--- src/logic/fsp_pkg.sv ---
// Purpose: Shared constants and layouts for the frequency set-point link
// Assumes: aclk at 10 MHz; link clock made by the controller by division
// Notes: Switch and hold times are kept in ps or ck periods and turned into aclk cycles here
package fsp_pkg;
	localparam int CLK_PERIOD_PS = 100000;
	localparam int CK_DIV = 8;
	localparam int CK_HALF = CK_DIV / 2;
	localparam logic [2:0] CK_LAST = 3'h7;
	localparam logic [2:0] CK_FALL = 3'h4;
	localparam int SW_SHORT_PS = 200000;
	localparam int SW_MIDDLE_PS = 200000;
	localparam int SW_LONG_PS = 250000;
	localparam int CLK_HOLD_PS = 7500;
	localparam int CLK_HOLD_NCK = 4;
	localparam int SW_SHORT_CYC = (SW_SHORT_PS + CLK_PERIOD_PS - 1) / CLK_PERIOD_PS;
	localparam int SW_MIDDLE_CYC = (SW_MIDDLE_PS + CLK_PERIOD_PS - 1) / CLK_PERIOD_PS;
	localparam int SW_LONG_CYC = (SW_LONG_PS + CLK_PERIOD_PS - 1) / CLK_PERIOD_PS;
	localparam int CLK_HOLD_A = (CLK_HOLD_PS + CLK_PERIOD_PS - 1) / CLK_PERIOD_PS;
	localparam int CLK_HOLD_B = CLK_HOLD_NCK * CK_DIV;
	localparam int CLK_HOLD_CYC = (CLK_HOLD_A > CLK_HOLD_B) ? CLK_HOLD_A : CLK_HOLD_B;
	localparam int RD_WAIT_CYC = 2 * CK_DIV;
	localparam int CMD_GAP_CYC = CK_DIV;
	localparam int CNT_W = 16;
	localparam int DUP_N = 7;
	localparam int IDX_CMD_ADDR_REFERENCE_CFG = 4;
	// Mode register addresses of the duplicated registers, index 0 last
	localparam logic [DUP_N-1:0][5:0] DUP_MA = {6'h16, 6'h0e, 6'h0c, 6'h0b, 6'h03, 6'h02, 6'h01};
	localparam logic [5:0] MA_SELECT = 6'h0d;
	localparam logic [7:0] DUP_RESET = 8'h00;
	localparam logic [7:0] SELECT_RESET = 8'h00;
	// AXI4-Lite map of the controller
	localparam int ADDR_W = 4;
	localparam logic [ADDR_W-1:0] OFS_CMD = 4'h0;
	localparam logic [ADDR_W-1:0] OFS_STATUS = 4'h4;
	localparam logic [1:0] RESP_OKAY = 2'h0;
	localparam logic [1:0] RESP_SLVERR = 2'h2;
	localparam logic [3:0] STRB_ALL = 4'hf;

	typedef struct packed {
		logic read_postamble_long;
		logic [2:0] write_recovery_autoprecharge;
		logic read_preamble_type;
		logic write_preamble_long;
		logic [1:0] rsvd;
	} fsp_mr1_t;
	typedef struct packed {
		logic rsvd;
		logic write_latency_set_select;
		logic [2:0] write_latency;
		logic [2:0] read_latency;
	} fsp_mr2_t;
	typedef struct packed {
		logic write_bus_inversion_enable;
		logic read_bus_inversion_enable;
		logic [2:0] pulldown_drive_strength;
		logic rsvd;
		logic write_postamble_long;
		logic pullup_calibration_point;
	} fsp_mr3_t;
	typedef struct packed {
		logic rsvd_hi;
		logic [2:0] cmd_addr_termination;
		logic rsvd_lo;
		logic [2:0] data_termination;
	} fsp_termination_cfg_t;
	typedef struct packed {
		logic rsvd;
		logic range;
		logic [5:0] setting;
	} fsp_vref_t;
	typedef struct packed {
		logic [1:0] rsvd;
		logic cmd_addr_termination_disable;
		logic chip_select_termination_enable;
		logic clock_termination_enable;
		logic [2:0] controller_termination;
	} fsp_rank_termination_cfg_t;
	typedef struct packed {
		logic setpoint_operating_select;
		logic setpoint_access_select;
		logic [1:0] rsvd_hi;
		logic reference_generator_current_mode;
		logic [2:0] rsvd_lo;
	} fsp_set_point_select_ctrl_t;
	typedef struct packed {
		logic [14:0] rsvd;
		logic mrr;
		logic [1:0] rsvd_ma;
		logic [5:0] ma;
		logic [7:0] op;
	} fsp_cmd_t;

	// Switch time from the two command/address reference copies
	function automatic logic [CNT_W-1:0] fsp_switch_cycles(input fsp_vref_t a, input fsp_vref_t b);
		logic [5:0] diff;
		diff = (a.setting > b.setting) ? a.setting - b.setting : b.setting - a.setting;
		if (a.range != b.range) begin
			return CNT_W'(SW_LONG_CYC);
		end else if (diff > 6'h01) begin
			return CNT_W'(SW_MIDDLE_CYC);
		end
		return CNT_W'(SW_SHORT_CYC);
	endfunction
endpackage

--- src/logic/fsp_link_if.sv ---
// Purpose: Mode register command link between controller and DRAM end
// Assumes: ck is made by the controller; cs changes while it is low, mrw, ma and op at command start, read data after its rise
// Notes: Read data is held by the DRAM end until the next read
`timescale 1ns/100ps
`default_nettype none
interface fsp_link_if;
	logic ck;
	logic cs;
	logic mrw;
	logic [5:0] ma;
	logic [7:0] op;
	logic [7:0] mrr_data;
	modport ctrl (output ck, output cs, output mrw, output ma, output op, input mrr_data);
	modport dram (input ck, input cs, input mrw, input ma, input op, output mrr_data);
endinterface
`default_nettype wire

--- src/logic/fsp_ctrl_end.sv ---
// Purpose: Controller end: issues mode register commands from AXI4-Lite
// Assumes: ck is made here by dividing aclk; cs changes one aclk cycle after its fall, mrw, ma and op at command start
// Notes: Busy commands are dropped; status shows busy and read data
//
// Implementation choices: the placing of the registers and register access over AXI4-Lite.
`timescale 1ns/100ps
`default_nettype none
module fsp_ctrl_end (
	input wire logic aclk,
	input wire logic aresetn,
	fsp_link_if.ctrl link,
	input wire logic s_axi_awvalid,
	output logic s_axi_awready,
	input wire logic [fsp_pkg::ADDR_W-1:0] s_axi_awaddr,
	input wire logic s_axi_wvalid,
	output logic s_axi_wready,
	input wire logic [31:0] s_axi_wdata,
	input wire logic [3:0] s_axi_wstrb,
	output logic s_axi_bvalid,
	input wire logic s_axi_bready,
	output logic [1:0] s_axi_bresp,
	input wire logic s_axi_arvalid,
	output logic s_axi_arready,
	input wire logic [fsp_pkg::ADDR_W-1:0] s_axi_araddr,
	output logic s_axi_rvalid,
	input wire logic s_axi_rready,
	output logic [31:0] s_axi_rdata,
	output logic [1:0] s_axi_rresp
);
	typedef enum logic [2:0] {
		FSP_IDLE = 3'b001,
		FSP_SEND = 3'b010,
		FSP_WAIT = 3'b100
	} fsp_state_t;

	fsp_state_t state_q;
	logic [2:0] div_q;
	logic ck_q;
	logic fall_en;
	logic aw_have_q;
	logic w_have_q;
	logic [fsp_pkg::ADDR_W-1:0] aw_addr_q;
	logic [31:0] w_data_q;
	logic [3:0] w_strb_q;
	logic wr_do;
	logic start;
	fsp_pkg::fsp_cmd_t req;
	logic [7:0] op_eff;
	logic is_switch;
	logic cs_q;
	logic mrw_q;
	logic [5:0] ma_q;
	logic [7:0] op_q;
	logic [fsp_pkg::CNT_W-1:0] wait_q;
	logic [fsp_pkg::CNT_W-1:0] wait_set;
	logic [7:0] rd_s1_q;
	logic [7:0] rd_s2_q;
	logic [7:0] rd_data_q;
	fsp_pkg::fsp_set_point_select_ctrl_t sel_sh_q;
	logic [1:0][7:0] vref_sh_q;

	// Link clock divider, free running so the clock always stays valid
	always_ff @(posedge aclk) begin
		if (!aresetn) begin
			div_q <= 3'h0;
			ck_q <= 1'b0;
		end else begin
			div_q <= div_q + 1'b1;
			ck_q <= (div_q == fsp_pkg::CK_LAST) || (div_q < 3'(fsp_pkg::CK_HALF - 1));
		end
	end

	assign fall_en = (div_q == fsp_pkg::CK_FALL);

	// AXI4-Lite write: address and data taken in either order
	assign s_axi_awready = !aw_have_q && !s_axi_bvalid;
	assign s_axi_wready = !w_have_q && !s_axi_bvalid;
	assign wr_do = aw_have_q && w_have_q && !s_axi_bvalid;

	always_ff @(posedge aclk) begin
		if (!aresetn) begin
			aw_have_q <= 1'b0;
			aw_addr_q <= '0;
		end else if (s_axi_awvalid && s_axi_awready) begin
			aw_have_q <= 1'b1;
			aw_addr_q <= s_axi_awaddr;
		end else if (wr_do) begin
			aw_have_q <= 1'b0;
		end
	end

	always_ff @(posedge aclk) begin
		if (!aresetn) begin
			w_have_q <= 1'b0;
			w_data_q <= 32'h0000_0000;
			w_strb_q <= 4'h0;
		end else if (s_axi_wvalid && s_axi_wready) begin
			w_have_q <= 1'b1;
			w_data_q <= s_axi_wdata;
			w_strb_q <= s_axi_wstrb;
		end else if (wr_do) begin
			w_have_q <= 1'b0;
		end
	end

	always_ff @(posedge aclk) begin
		if (!aresetn) begin
			s_axi_bvalid <= 1'b0;
			s_axi_bresp <= fsp_pkg::RESP_OKAY;
		end else if (wr_do) begin
			s_axi_bvalid <= 1'b1;
			s_axi_bresp <= (aw_addr_q == fsp_pkg::OFS_CMD || aw_addr_q == fsp_pkg::OFS_STATUS) ?
				fsp_pkg::RESP_OKAY : fsp_pkg::RESP_SLVERR;
		end else if (s_axi_bready) begin
			s_axi_bvalid <= 1'b0;
		end
	end

	// AXI4-Lite read
	assign s_axi_arready = !s_axi_rvalid;

	always_ff @(posedge aclk) begin
		if (!aresetn) begin
			s_axi_rvalid <= 1'b0;
			s_axi_rdata <= 32'h0000_0000;
			s_axi_rresp <= fsp_pkg::RESP_OKAY;
		end else if (s_axi_arvalid && s_axi_arready) begin
			s_axi_rvalid <= 1'b1;
			s_axi_rdata <= 32'h0000_0000;
			s_axi_rresp <= fsp_pkg::RESP_OKAY;
			if (s_axi_araddr == fsp_pkg::OFS_STATUS) begin
				s_axi_rdata <= {8'h00, sel_sh_q, rd_data_q, 7'h00, (state_q != FSP_IDLE)};
			end else if (s_axi_araddr != fsp_pkg::OFS_CMD) begin
				s_axi_rresp <= fsp_pkg::RESP_SLVERR;
			end
		end else if (s_axi_rready) begin
			s_axi_rvalid <= 1'b0;
		end
	end

	// Command decode; a set-point change forces fast reference mode
	assign req = fsp_pkg::fsp_cmd_t'(w_data_q);
	assign start = wr_do && (aw_addr_q == fsp_pkg::OFS_CMD) && (w_strb_q == fsp_pkg::STRB_ALL) &&
		(state_q == FSP_IDLE);
	assign is_switch = !req.mrr && (req.ma == fsp_pkg::MA_SELECT) &&
		(req.op[7] != sel_sh_q.setpoint_operating_select);
	assign op_eff = is_switch ? (req.op | 8'(fsp_fast_mask())) : req.op;

	function automatic fsp_pkg::fsp_set_point_select_ctrl_t fsp_fast_mask();
		fsp_pkg::fsp_set_point_select_ctrl_t m;
		m = '0;
		m.reference_generator_current_mode = 1'b1;
		return m;
	endfunction

	always_comb begin
		if (req.mrr) begin
			wait_set = fsp_pkg::CNT_W'(fsp_pkg::RD_WAIT_CYC);
		end else if (is_switch) begin
			// Same selection either way round
			wait_set = fsp_pkg::fsp_switch_cycles(vref_sh_q[0], vref_sh_q[1]) +
				fsp_pkg::CNT_W'(fsp_pkg::CLK_HOLD_CYC);
		end else begin
			wait_set = fsp_pkg::CNT_W'(fsp_pkg::CMD_GAP_CYC);
		end
	end

	// Shadow of select bits as sent, fast reference bit included, and reference copies as written
	always_ff @(posedge aclk) begin
		if (!aresetn) begin
			sel_sh_q <= fsp_pkg::fsp_set_point_select_ctrl_t'(fsp_pkg::SELECT_RESET);
			vref_sh_q <= {fsp_pkg::DUP_RESET, fsp_pkg::DUP_RESET};
		end else if (start && !req.mrr) begin
			if (req.ma == fsp_pkg::MA_SELECT) begin
				sel_sh_q <= fsp_pkg::fsp_set_point_select_ctrl_t'(op_eff);
			end
			if (req.ma == fsp_pkg::DUP_MA[fsp_pkg::IDX_CMD_ADDR_REFERENCE_CFG]) begin
				vref_sh_q[sel_sh_q.setpoint_access_select] <= req.op;
			end
		end
	end

	// Command sequencer; only deselect while waiting
	always_ff @(posedge aclk) begin
		if (!aresetn) begin
			state_q <= FSP_IDLE;
			cs_q <= 1'b0;
			mrw_q <= 1'b0;
			ma_q <= 6'h00;
			op_q <= 8'h00;
			wait_q <= '0;
		end else begin
			unique case (state_q)
				FSP_IDLE: begin
					if (start) begin
						state_q <= FSP_SEND;
						mrw_q <= !req.mrr;
						ma_q <= req.ma;
						op_q <= op_eff;
						wait_q <= wait_set;
					end
				end
				FSP_SEND: begin
					if (fall_en) begin
						cs_q <= !cs_q;
						if (cs_q) begin
							state_q <= FSP_WAIT;
						end
					end
				end
				FSP_WAIT: begin
					wait_q <= wait_q - 1'b1;
					if (wait_q == fsp_pkg::CNT_W'(1)) begin
						state_q <= FSP_IDLE;
					end
				end
			endcase
		end
	end

	// Read data held by the far end; synchronised, caught at the end of the wait
	always_ff @(posedge aclk) begin
		if (!aresetn) begin
			rd_s1_q <= 8'h00;
			rd_s2_q <= 8'h00;
			rd_data_q <= 8'h00;
		end else begin
			rd_s1_q <= link.mrr_data;
			rd_s2_q <= rd_s1_q;
			if (state_q == FSP_WAIT && wait_q == fsp_pkg::CNT_W'(1) && !mrw_q) begin
				rd_data_q <= rd_s2_q;
			end
		end
	end

	assign link.ck = ck_q;
	assign link.cs = cs_q;
	assign link.mrw = mrw_q;
	assign link.ma = ma_q;
	assign link.op = op_q;
endmodule
`default_nettype wire

--- src/flat_wrapper.sv ---
// flat-port wrapper written by rule: the top's interface ports become plain ports
module fsp_ctrl_end_flat 
  (aclk, aresetn, s_axi_awvalid, s_axi_awready, s_axi_awaddr, s_axi_wvalid, s_axi_wready, s_axi_wdata, s_axi_wstrb, s_axi_bvalid, s_axi_bready, s_axi_bresp, s_axi_arvalid, s_axi_arready, s_axi_araddr, s_axi_rvalid, s_axi_rready, s_axi_rdata, s_axi_rresp, link_ck, link_cs, link_mrw, link_ma, link_op, link_mrr_data);
  fsp_link_if link_i ();
  input wire logic aclk;
  input wire logic aresetn;
  input wire logic s_axi_awvalid;
  output logic s_axi_awready;
  input wire logic [fsp_pkg::ADDR_W-1:0] s_axi_awaddr;
  input wire logic s_axi_wvalid;
  output logic s_axi_wready;
  input wire logic [31:0] s_axi_wdata;
  input wire logic [3:0] s_axi_wstrb;
  output logic s_axi_bvalid;
  input wire logic s_axi_bready;
  output logic [1:0] s_axi_bresp;
  input wire logic s_axi_arvalid;
  output logic s_axi_arready;
  input wire logic [fsp_pkg::ADDR_W-1:0] s_axi_araddr;
  output logic s_axi_rvalid;
  input wire logic s_axi_rready;
  output logic [31:0] s_axi_rdata;
  output logic [1:0] s_axi_rresp;
  output wire logic [$bits(link_i.ck)-1:0] link_ck;
  output wire logic [$bits(link_i.cs)-1:0] link_cs;
  output wire logic [$bits(link_i.mrw)-1:0] link_mrw;
  output wire logic [$bits(link_i.ma)-1:0] link_ma;
  output wire logic [$bits(link_i.op)-1:0] link_op;
  input wire logic [$bits(link_i.mrr_data)-1:0] link_mrr_data;
  assign link_ck = link_i.ck;
  assign link_cs = link_i.cs;
  assign link_mrw = link_i.mrw;
  assign link_ma = link_i.ma;
  assign link_op = link_i.op;
  assign link_i.mrr_data = link_mrr_data;
  fsp_ctrl_end u_core (.aclk(aclk), .aresetn(aresetn), .link(link_i), .s_axi_awvalid(s_axi_awvalid), .s_axi_awready(s_axi_awready), .s_axi_awaddr(s_axi_awaddr), .s_axi_wvalid(s_axi_wvalid), .s_axi_wready(s_axi_wready), .s_axi_wdata(s_axi_wdata), .s_axi_wstrb(s_axi_wstrb), .s_axi_bvalid(s_axi_bvalid), .s_axi_bready(s_axi_bready), .s_axi_bresp(s_axi_bresp), .s_axi_arvalid(s_axi_arvalid), .s_axi_arready(s_axi_arready), .s_axi_araddr(s_axi_araddr), .s_axi_rvalid(s_axi_rvalid), .s_axi_rready(s_axi_rready), .s_axi_rdata(s_axi_rdata), .s_axi_rresp(s_axi_rresp));
endmodule
--- config.mk ---
export PLATFORM = sky130hd
export DESIGN_NAME = fsp_ctrl_end_flat
export DESIGN_NICKNAME = d
export VERILOG_FILES = /design/src/logic/fsp_pkg.sv /design/src/logic/fsp_link_if.sv /design/src/logic/fsp_ctrl_end.sv /design/src/flat_wrapper.sv
export SDC_FILE = /design/constraint.sdc
export NUM_CORES = 1
export LEC_CHECK = 0
export BUFFER_PORTS_ARGS = -buffer_cell sky130_fd_sc_hd__buf_4
export CAP_MARGIN = 20
export CORE_ASPECT_RATIO = 0.7
export CORE_MARGIN = 2
export CORE_UTILIZATION = 35
export CTS_BUF_LIST = sky130_fd_sc_hd__clkbuf_8 sky130_fd_sc_hd__clkbuf_16
export DETAILED_ROUTE_END_ITERATION = 6
export RECOVER_POWER = 100
export SYNTH_ARGS = -nofsm -noshare
export SYNTH_HDL_FRONTEND = slang
export SYNTH_SLANG_ARGS = --single-unit
--- constraint.sdc ---
create_clock -name aclk -period 3.2 [get_ports aclk]
set_clock_uncertainty 0.1 [all_clocks]
set_input_delay 0.8 -clock aclk [delete_from_list [all_inputs] [get_ports aclk]]
set_output_delay 0.8 -clock aclk [all_outputs]
set_load 0.02 [all_outputs]
-- Word-level counts from Yosys, hierarchy flattened
Index checks and enable logic that the tools add are counted.
- logic and storage cells: 128
- flip-flop bits (word level): 152
- RAM bits: 0
- memory bits (read-only): 0
- memories kept: 0
- bits of input ports: 59
- output and inout bits: 58
- bits in latches: 0
- multipliers: 0
- reductions and logical operators: 38
- bitwise operators: 0
- $lt $le $gt $ge: 5
- div/mod/pow operators: 0
- mux-type cells: 34
- equality and inequality tests: 18
- add/sub/neg operators: 5
- shift-type cells: 0
- operators with widths (cell ; number):
    2-to-1 mux 16 bit ; 8
    case mux 16 bit (2 select lines) ; 1
    2-to-1 mux 24 bit ; 1
    adder 16 x 6 -> 16 bit (second input constant) ; 1
    bitwise mux 16 bit ; 1
    equality test 16 x 1 -> 1 bit (second input constant) ; 1
    logical AND 1 bit ; 16
    subtractor 16 x 1 -> 16 bit (second input constant) ; 1
    equality test 6 x 4 -> 1 bit (second input constant) ; 2
    2-to-1 mux 3 bit ; 4
    subtractor 6 bit ; 2
    2-to-1 mux 1 bit ; 11
    AND reduction 2 bit ; 5
    nonzero test 2 bit ; 5
    equality test 3 bit (second input constant) ; 3
    case mux 3 bit (3 select lines) ; 1
    demux 8 bit (select 1 bit) ; 1
    equality test 4 x 3 -> 1 bit (second input constant) ; 2
    2-to-1 mux 8 bit ; 1
    inequality test 2 x 1 -> 1 bit (second input constant) ; 4
    zero test 1 bit ; 7
    > comparator 6 x 1 -> 1 bit (second input constant) ; 1
    > comparator 6 bit ; 1
    2-to-1 mux 2 bit ; 3
    15 further kinds ; 17

-- Longest topological paths before layout
- word-level depth: 15
- mapped depth: 7
- depth with buffers taken out: 6

-- Least setup slack after synthesis
OpenSTA, ideal clock, no wires.
- kind: input port to flip-flop
- from: in s_axi_araddr[1] (netlist bit)
- to: reg u_core.s_axi_rdata[13]
- stages: 6
- buffers on the path: 2
- library setup time: 65 ps
- required time: 3035 ps
- arrival time: 1783 ps
- slack: 1252 ps
- cell sequence: nor3_1 -> and4_1 -> clkbuf_1 -> buf_2 -> a22oi_1 -> nor2_1
- longest elaborated chain between the ends: 2
- RTL lines (what ; RTL line ; RTL):
    start, declared ; flat_wrapper.sv:19 ; input wire logic [fsp_pkg::ADDR_W-1:0] s_axi_araddr;
    equality test 4 x 3 -> 1 bit ; fsp_ctrl_end.sv:131 ; if (s_axi_araddr == fsp_pkg::OFS_STATUS) begin
    2-to-1 mux 24 bit ; fsp_ctrl_end.sv:131 ;
    end signal, assigned ; fsp_ctrl_end.sv:132 ; s_axi_rdata <= {8'h00, sel_sh_q, rd_data_q, 7'h00, (state_q != FSP_IDLE)};
    end, declared ; fsp_ctrl_end.sv:27 ; output logic [31:0] s_axi_rdata,
Every way passes these cells.
A chain may end at the register's enable or synchronous reset.

-- Worst setup path after layout
- from: reg u_core.state_q[2]
- to: reg u_core.wait_q[11] (netlist bit)
- longest elaborated chain between the ends: 4
- elaborated cells between the ends (all ways): 7
- RTL lines (what ; RTL line ; RTL):
    start, declared ; fsp_ctrl_end.sv:36 ; fsp_state_t state_q;
    start signal, assigned ; fsp_ctrl_end.sv:186 ; state_q <= FSP_IDLE;
    start signal, assigned ; fsp_ctrl_end.sv:196 ; state_q <= FSP_SEND;
    start signal, assigned ; fsp_ctrl_end.sv:207 ; state_q <= FSP_WAIT;
    equality test 3 x 1 -> 1 bit ; fsp_ctrl_end.sv:144, fsp_ctrl_end.sv:193 ;
    logical AND 1 bit ; fsp_ctrl_end.sv:143 ; assign start = wr_do && (aw_addr_q == fsp_pkg::OFS_CMD) && (w_strb_q == fsp_pkg::STRB_ALL) &&
    inequality test 2 x 1 -> 1 bit (no source line) ; n/a ;
    AND reduction 2 bit (no source line) ; n/a ;
    end signal, assigned ; fsp_ctrl_end.sv:200 ; wait_q <= wait_set;
    end signal, assigned ; fsp_ctrl_end.sv:212 ; wait_q <= wait_q - 1'b1;
    end, declared ; fsp_ctrl_end.sv:54 ; logic [fsp_pkg::CNT_W-1:0] wait_q;
Several ways; a longest one is shown, not always the timed one.

==> out/qor.yml <==
place:
  finalWeightedCongestion: 0.8075
  post-place-ws_ns: 0.8859
  dpl_cell_area_um2: 5394
  hpwl_um: 7978
  port_buffers: 82
clock_tree:
  clock_sinks: 119
  root_buffer: "clkbuf_16"
  clk_path_buf_depth: 2
  cts_repair_resize_count: 0
  cts_buffers: 17
  path_clk_slew_ns: 0.05
  cts_tree: "built"
  clk_latency_ns: 0.41
  cts_max_level: 4
  cts_hold_buffers: 0
  cts_setup_buffers: 0
floorplan:
  start_util_pct: 35.93
  core_um2: 13180
  io_pins: 117
  fp.dieH_um: 101.3
  fp.dieArea_um2: 14490
  rows: 35
  die_w_um: 143.0
pwr:
  pwr-share-comb_pct: 5.3
  pwr-share-seq_pct: 40.2
  leakage_uw: 0.002225
  internal_power_uw: 3012
  peakVddDrop_uv: 375.9
  switchingPower_uw: 864.9
  powerDensity_nw_per_um2: 658.6
  clkPwrFrac_pct: 54.5
  p_sw_share_pct: 22.31
timing:
  tns_ns: 0
  hold_viol: 0
  maxSlewHeadroom_pct: -4.973
  setup_viol: 0
  whs_ns: 0.3360
  fmax_mhz: 409.6
  worst_slew_pin_slew_ns: 1.573
  finalWorstSetupSlack_ns: 0.7588
  rsz0062_at_grt: "no"
  fin_crit_sh_pct: 76.29
  slew_violations: 49
  layout_min_cycle_time_ns: 2.441
final_layout:
  nets: 669
  postLayoutCellArea_um2: 5886
  areaGrowthSynthToFinish_pct: 24.28
  antenna_cells: 0
  drive_gt1_share_pct: 13.73
run_status:
  status: "finished, violations left"
  violations: "capacitance limit, slew limit"
global_routing:
  grt_pass1_vias: 3678
  antenna_found_initial: 0
  top_usage_layer: "met2"
  grt-ovfl-total: 0
  grt_pass1_wl_um: 18220
  use_met1_pct: 21.32
  track_usage_pct: 16.01
  use_met3_pct: 5.437
  grt_max_degree: 50
  use_met2_pct: 24.70
routing:
  avgRoutedWirePerCell_um: 14.19
  vias_per_cell: 4.903
  drt_pass1_iterations: 5
  drt_iter0_markers: 290
  wirelength_um: 11410
  antenna_left: 0
  drc: 0
  vias: 3942
yosys:
  postSynthAreaPerCell_um2: 8.835
  netlist_instances: 536
  netlist.area_leader.share_pct: 50.30
  synthArstFlopShare_pct: 0
  synth_area_um2: 4736
  yosysTopAreaCell: "dfxtp_1"
  ys_warn_count: 0
  yosysUniqueCellTypes: 54
  synth-seq-cells: 119
  synthTopCellsByArea: "dfxtp_1 (50%), a21oi_1 (7.2%), nand2_1 (6.0%), nor2_1 (3.1%), a22oi_1 (2.9%)"
  synth-edff-count: 0
  ys.flop_type: "dfxtp_1"
  synth_seq_area_share_pct: 50.30
worst_hold_path:
  worstHoldPathType: "reg2reg"
critical_path:
  cp.arrival_ns: 2.66
  critical_path_class: "reg2reg"
  cp_max_fo: 15
  cp.required_ns: 3.42
  worstSetupEndpointType: "register"
  critPathLaunchType: "register"
run:
  max_cap_viol_count: 1
layer usage:
metal  share of wire [%]  vias to the layer above
met4                0.67                        0
met3                 6.0                       10
met5                   0                        -
li1                    -                     1988
met2                  46                       99
met1                  47                     1845
registers in the layout (all words and copies together) (netlist names), 2 cells and up:
signal,cells
u_core.link.op,8
u_core.wait_q,16
u_core.aw_addr_q,4
u_core.rd_s1_q,8
u_core.sel_sh_q,8
u_core.vref_sh_q,2
u_core.div_q,3
u_core.s_axi_rdata,17
u_core.w_strb_q,4
u_core.rd_data_q,8
u_core.link.ma,6
u_core.state_q,3
u_core.req,15
u_core.rd_s2_q,8
cells in the mapped netlist (3+ instances only):
| master | instances |
|---|---|
| nand2_1 | 76 |
| clkbuf_1 | 18 |
| nor3b_1 | 5 |
| inv_1 | 7 |
| buf_1 | 3 |
| nand3_1 | 24 |
| mux2i_1 | 6 |
| o211ai_1 | 3 |
| and2_1 | 21 |
| a22oi_1 | 18 |
| a21oi_1 | 68 |
| ha_1 | 4 |
| nor4_1 | 4 |
| buf_4 | 18 |
| nand4_1 | 6 |
| o21ai_0 | 20 |
| dfxtp_1 | 119 |
| nor3_1 | 7 |
| nor2_1 | 39 |
| xnor2_1 | 3 |
| and4_1 | 5 |
| nand2b_1 | 4 |
| or3_1 | 4 |
| buf_2 | 8 |
| nand4b_1 | 3 |
worst paths after layout:
check | start | to | slack (ns) | depth (start not counted)
min reg2reg | u_core.rd_s1_q[1] | u_core.rd_s2_q[1] | 0.34 | 1
max | u_core.state_q[2] | u_core.wait_q[11] | 0.76 | 4
max reg2reg | u_core.state_q[2] | u_core.wait_q[11] | 0.76 | 4
min | u_core.rd_s1_q[1] | u_core.rd_s2_q[1] | 0.34 | 1
logic make-up after synthesis:
family          share of synthesized area [%]
other cells                           0.07918
compound gates                          15.30
xor+xnor                               0.9249
mux                                     1.268
flops                                   50.30
buf+inv                                 6.473
fa+ha+maj                               1.057
simple gates                            24.60
worst max-delay path, cell delays in order (launching register included):
cell and delay, ns:
dfxtp_1 0.39, nor3b_2 0.73, nand4b_1 0.46, or4_1 0.52
a21oi_1 0.15
per-stage QoR:
| stage | std cells | utilization (%) | power [µW] |
|---|---|---|---|
| after global placement | 772 | 40.92 | 1794 |
| final | 804 | 44.65 | 3876 |
| after CTS | 804 | 45.91 | 3919 |
| after detailed placement | 772 | 40.92 | 1801 |
| after global routing | 804 | 44.65 | 4008 |
| after floorplan | 552 | - | 1731 |
cell type report:
| type | count | area (µm²) |
|---|---|---|
| Clock buffer | 18 | 439.2 |
| Clock inverter | 14 | 219.0 |
| Fill cell | 1315 | 7296 |
| Inverter | 8 | 30.03 |
| Multi-Input combinational cell | 376 | 2095 |
| Sequential cell | 119 | 2382 |
| Tap cell | 185 | 231.5 |
| Timing Repair Buffer | 84 | 489.2 |
power by group through the flow:
stage | clock, µW | combinational [µW] | sequential (µW)
after global routing | 2220 | 229 | 1560
final | 2110 | 206 | 1560
after detailed placement | 0 | 212 | 1590
after global placement | 0 | 207 | 1590
after CTS | 2150 | 213 | 1560
after floorplan | 0 | 149 | 1580
layout by cell type, fill, tap and decap left out, types with 17 or more instances in the layout:
master       n
a22oi_1     18
o21ai_0     20
a21oi_1     68
clkbuf_1    41
nand2_1     76
nand3_1     24
and2_1      19
conb_1      17
nor2_1      39
clkbuf_16   17
dfxtp_1    119
buf_4       42
Power figures use the tool's default switching activity.
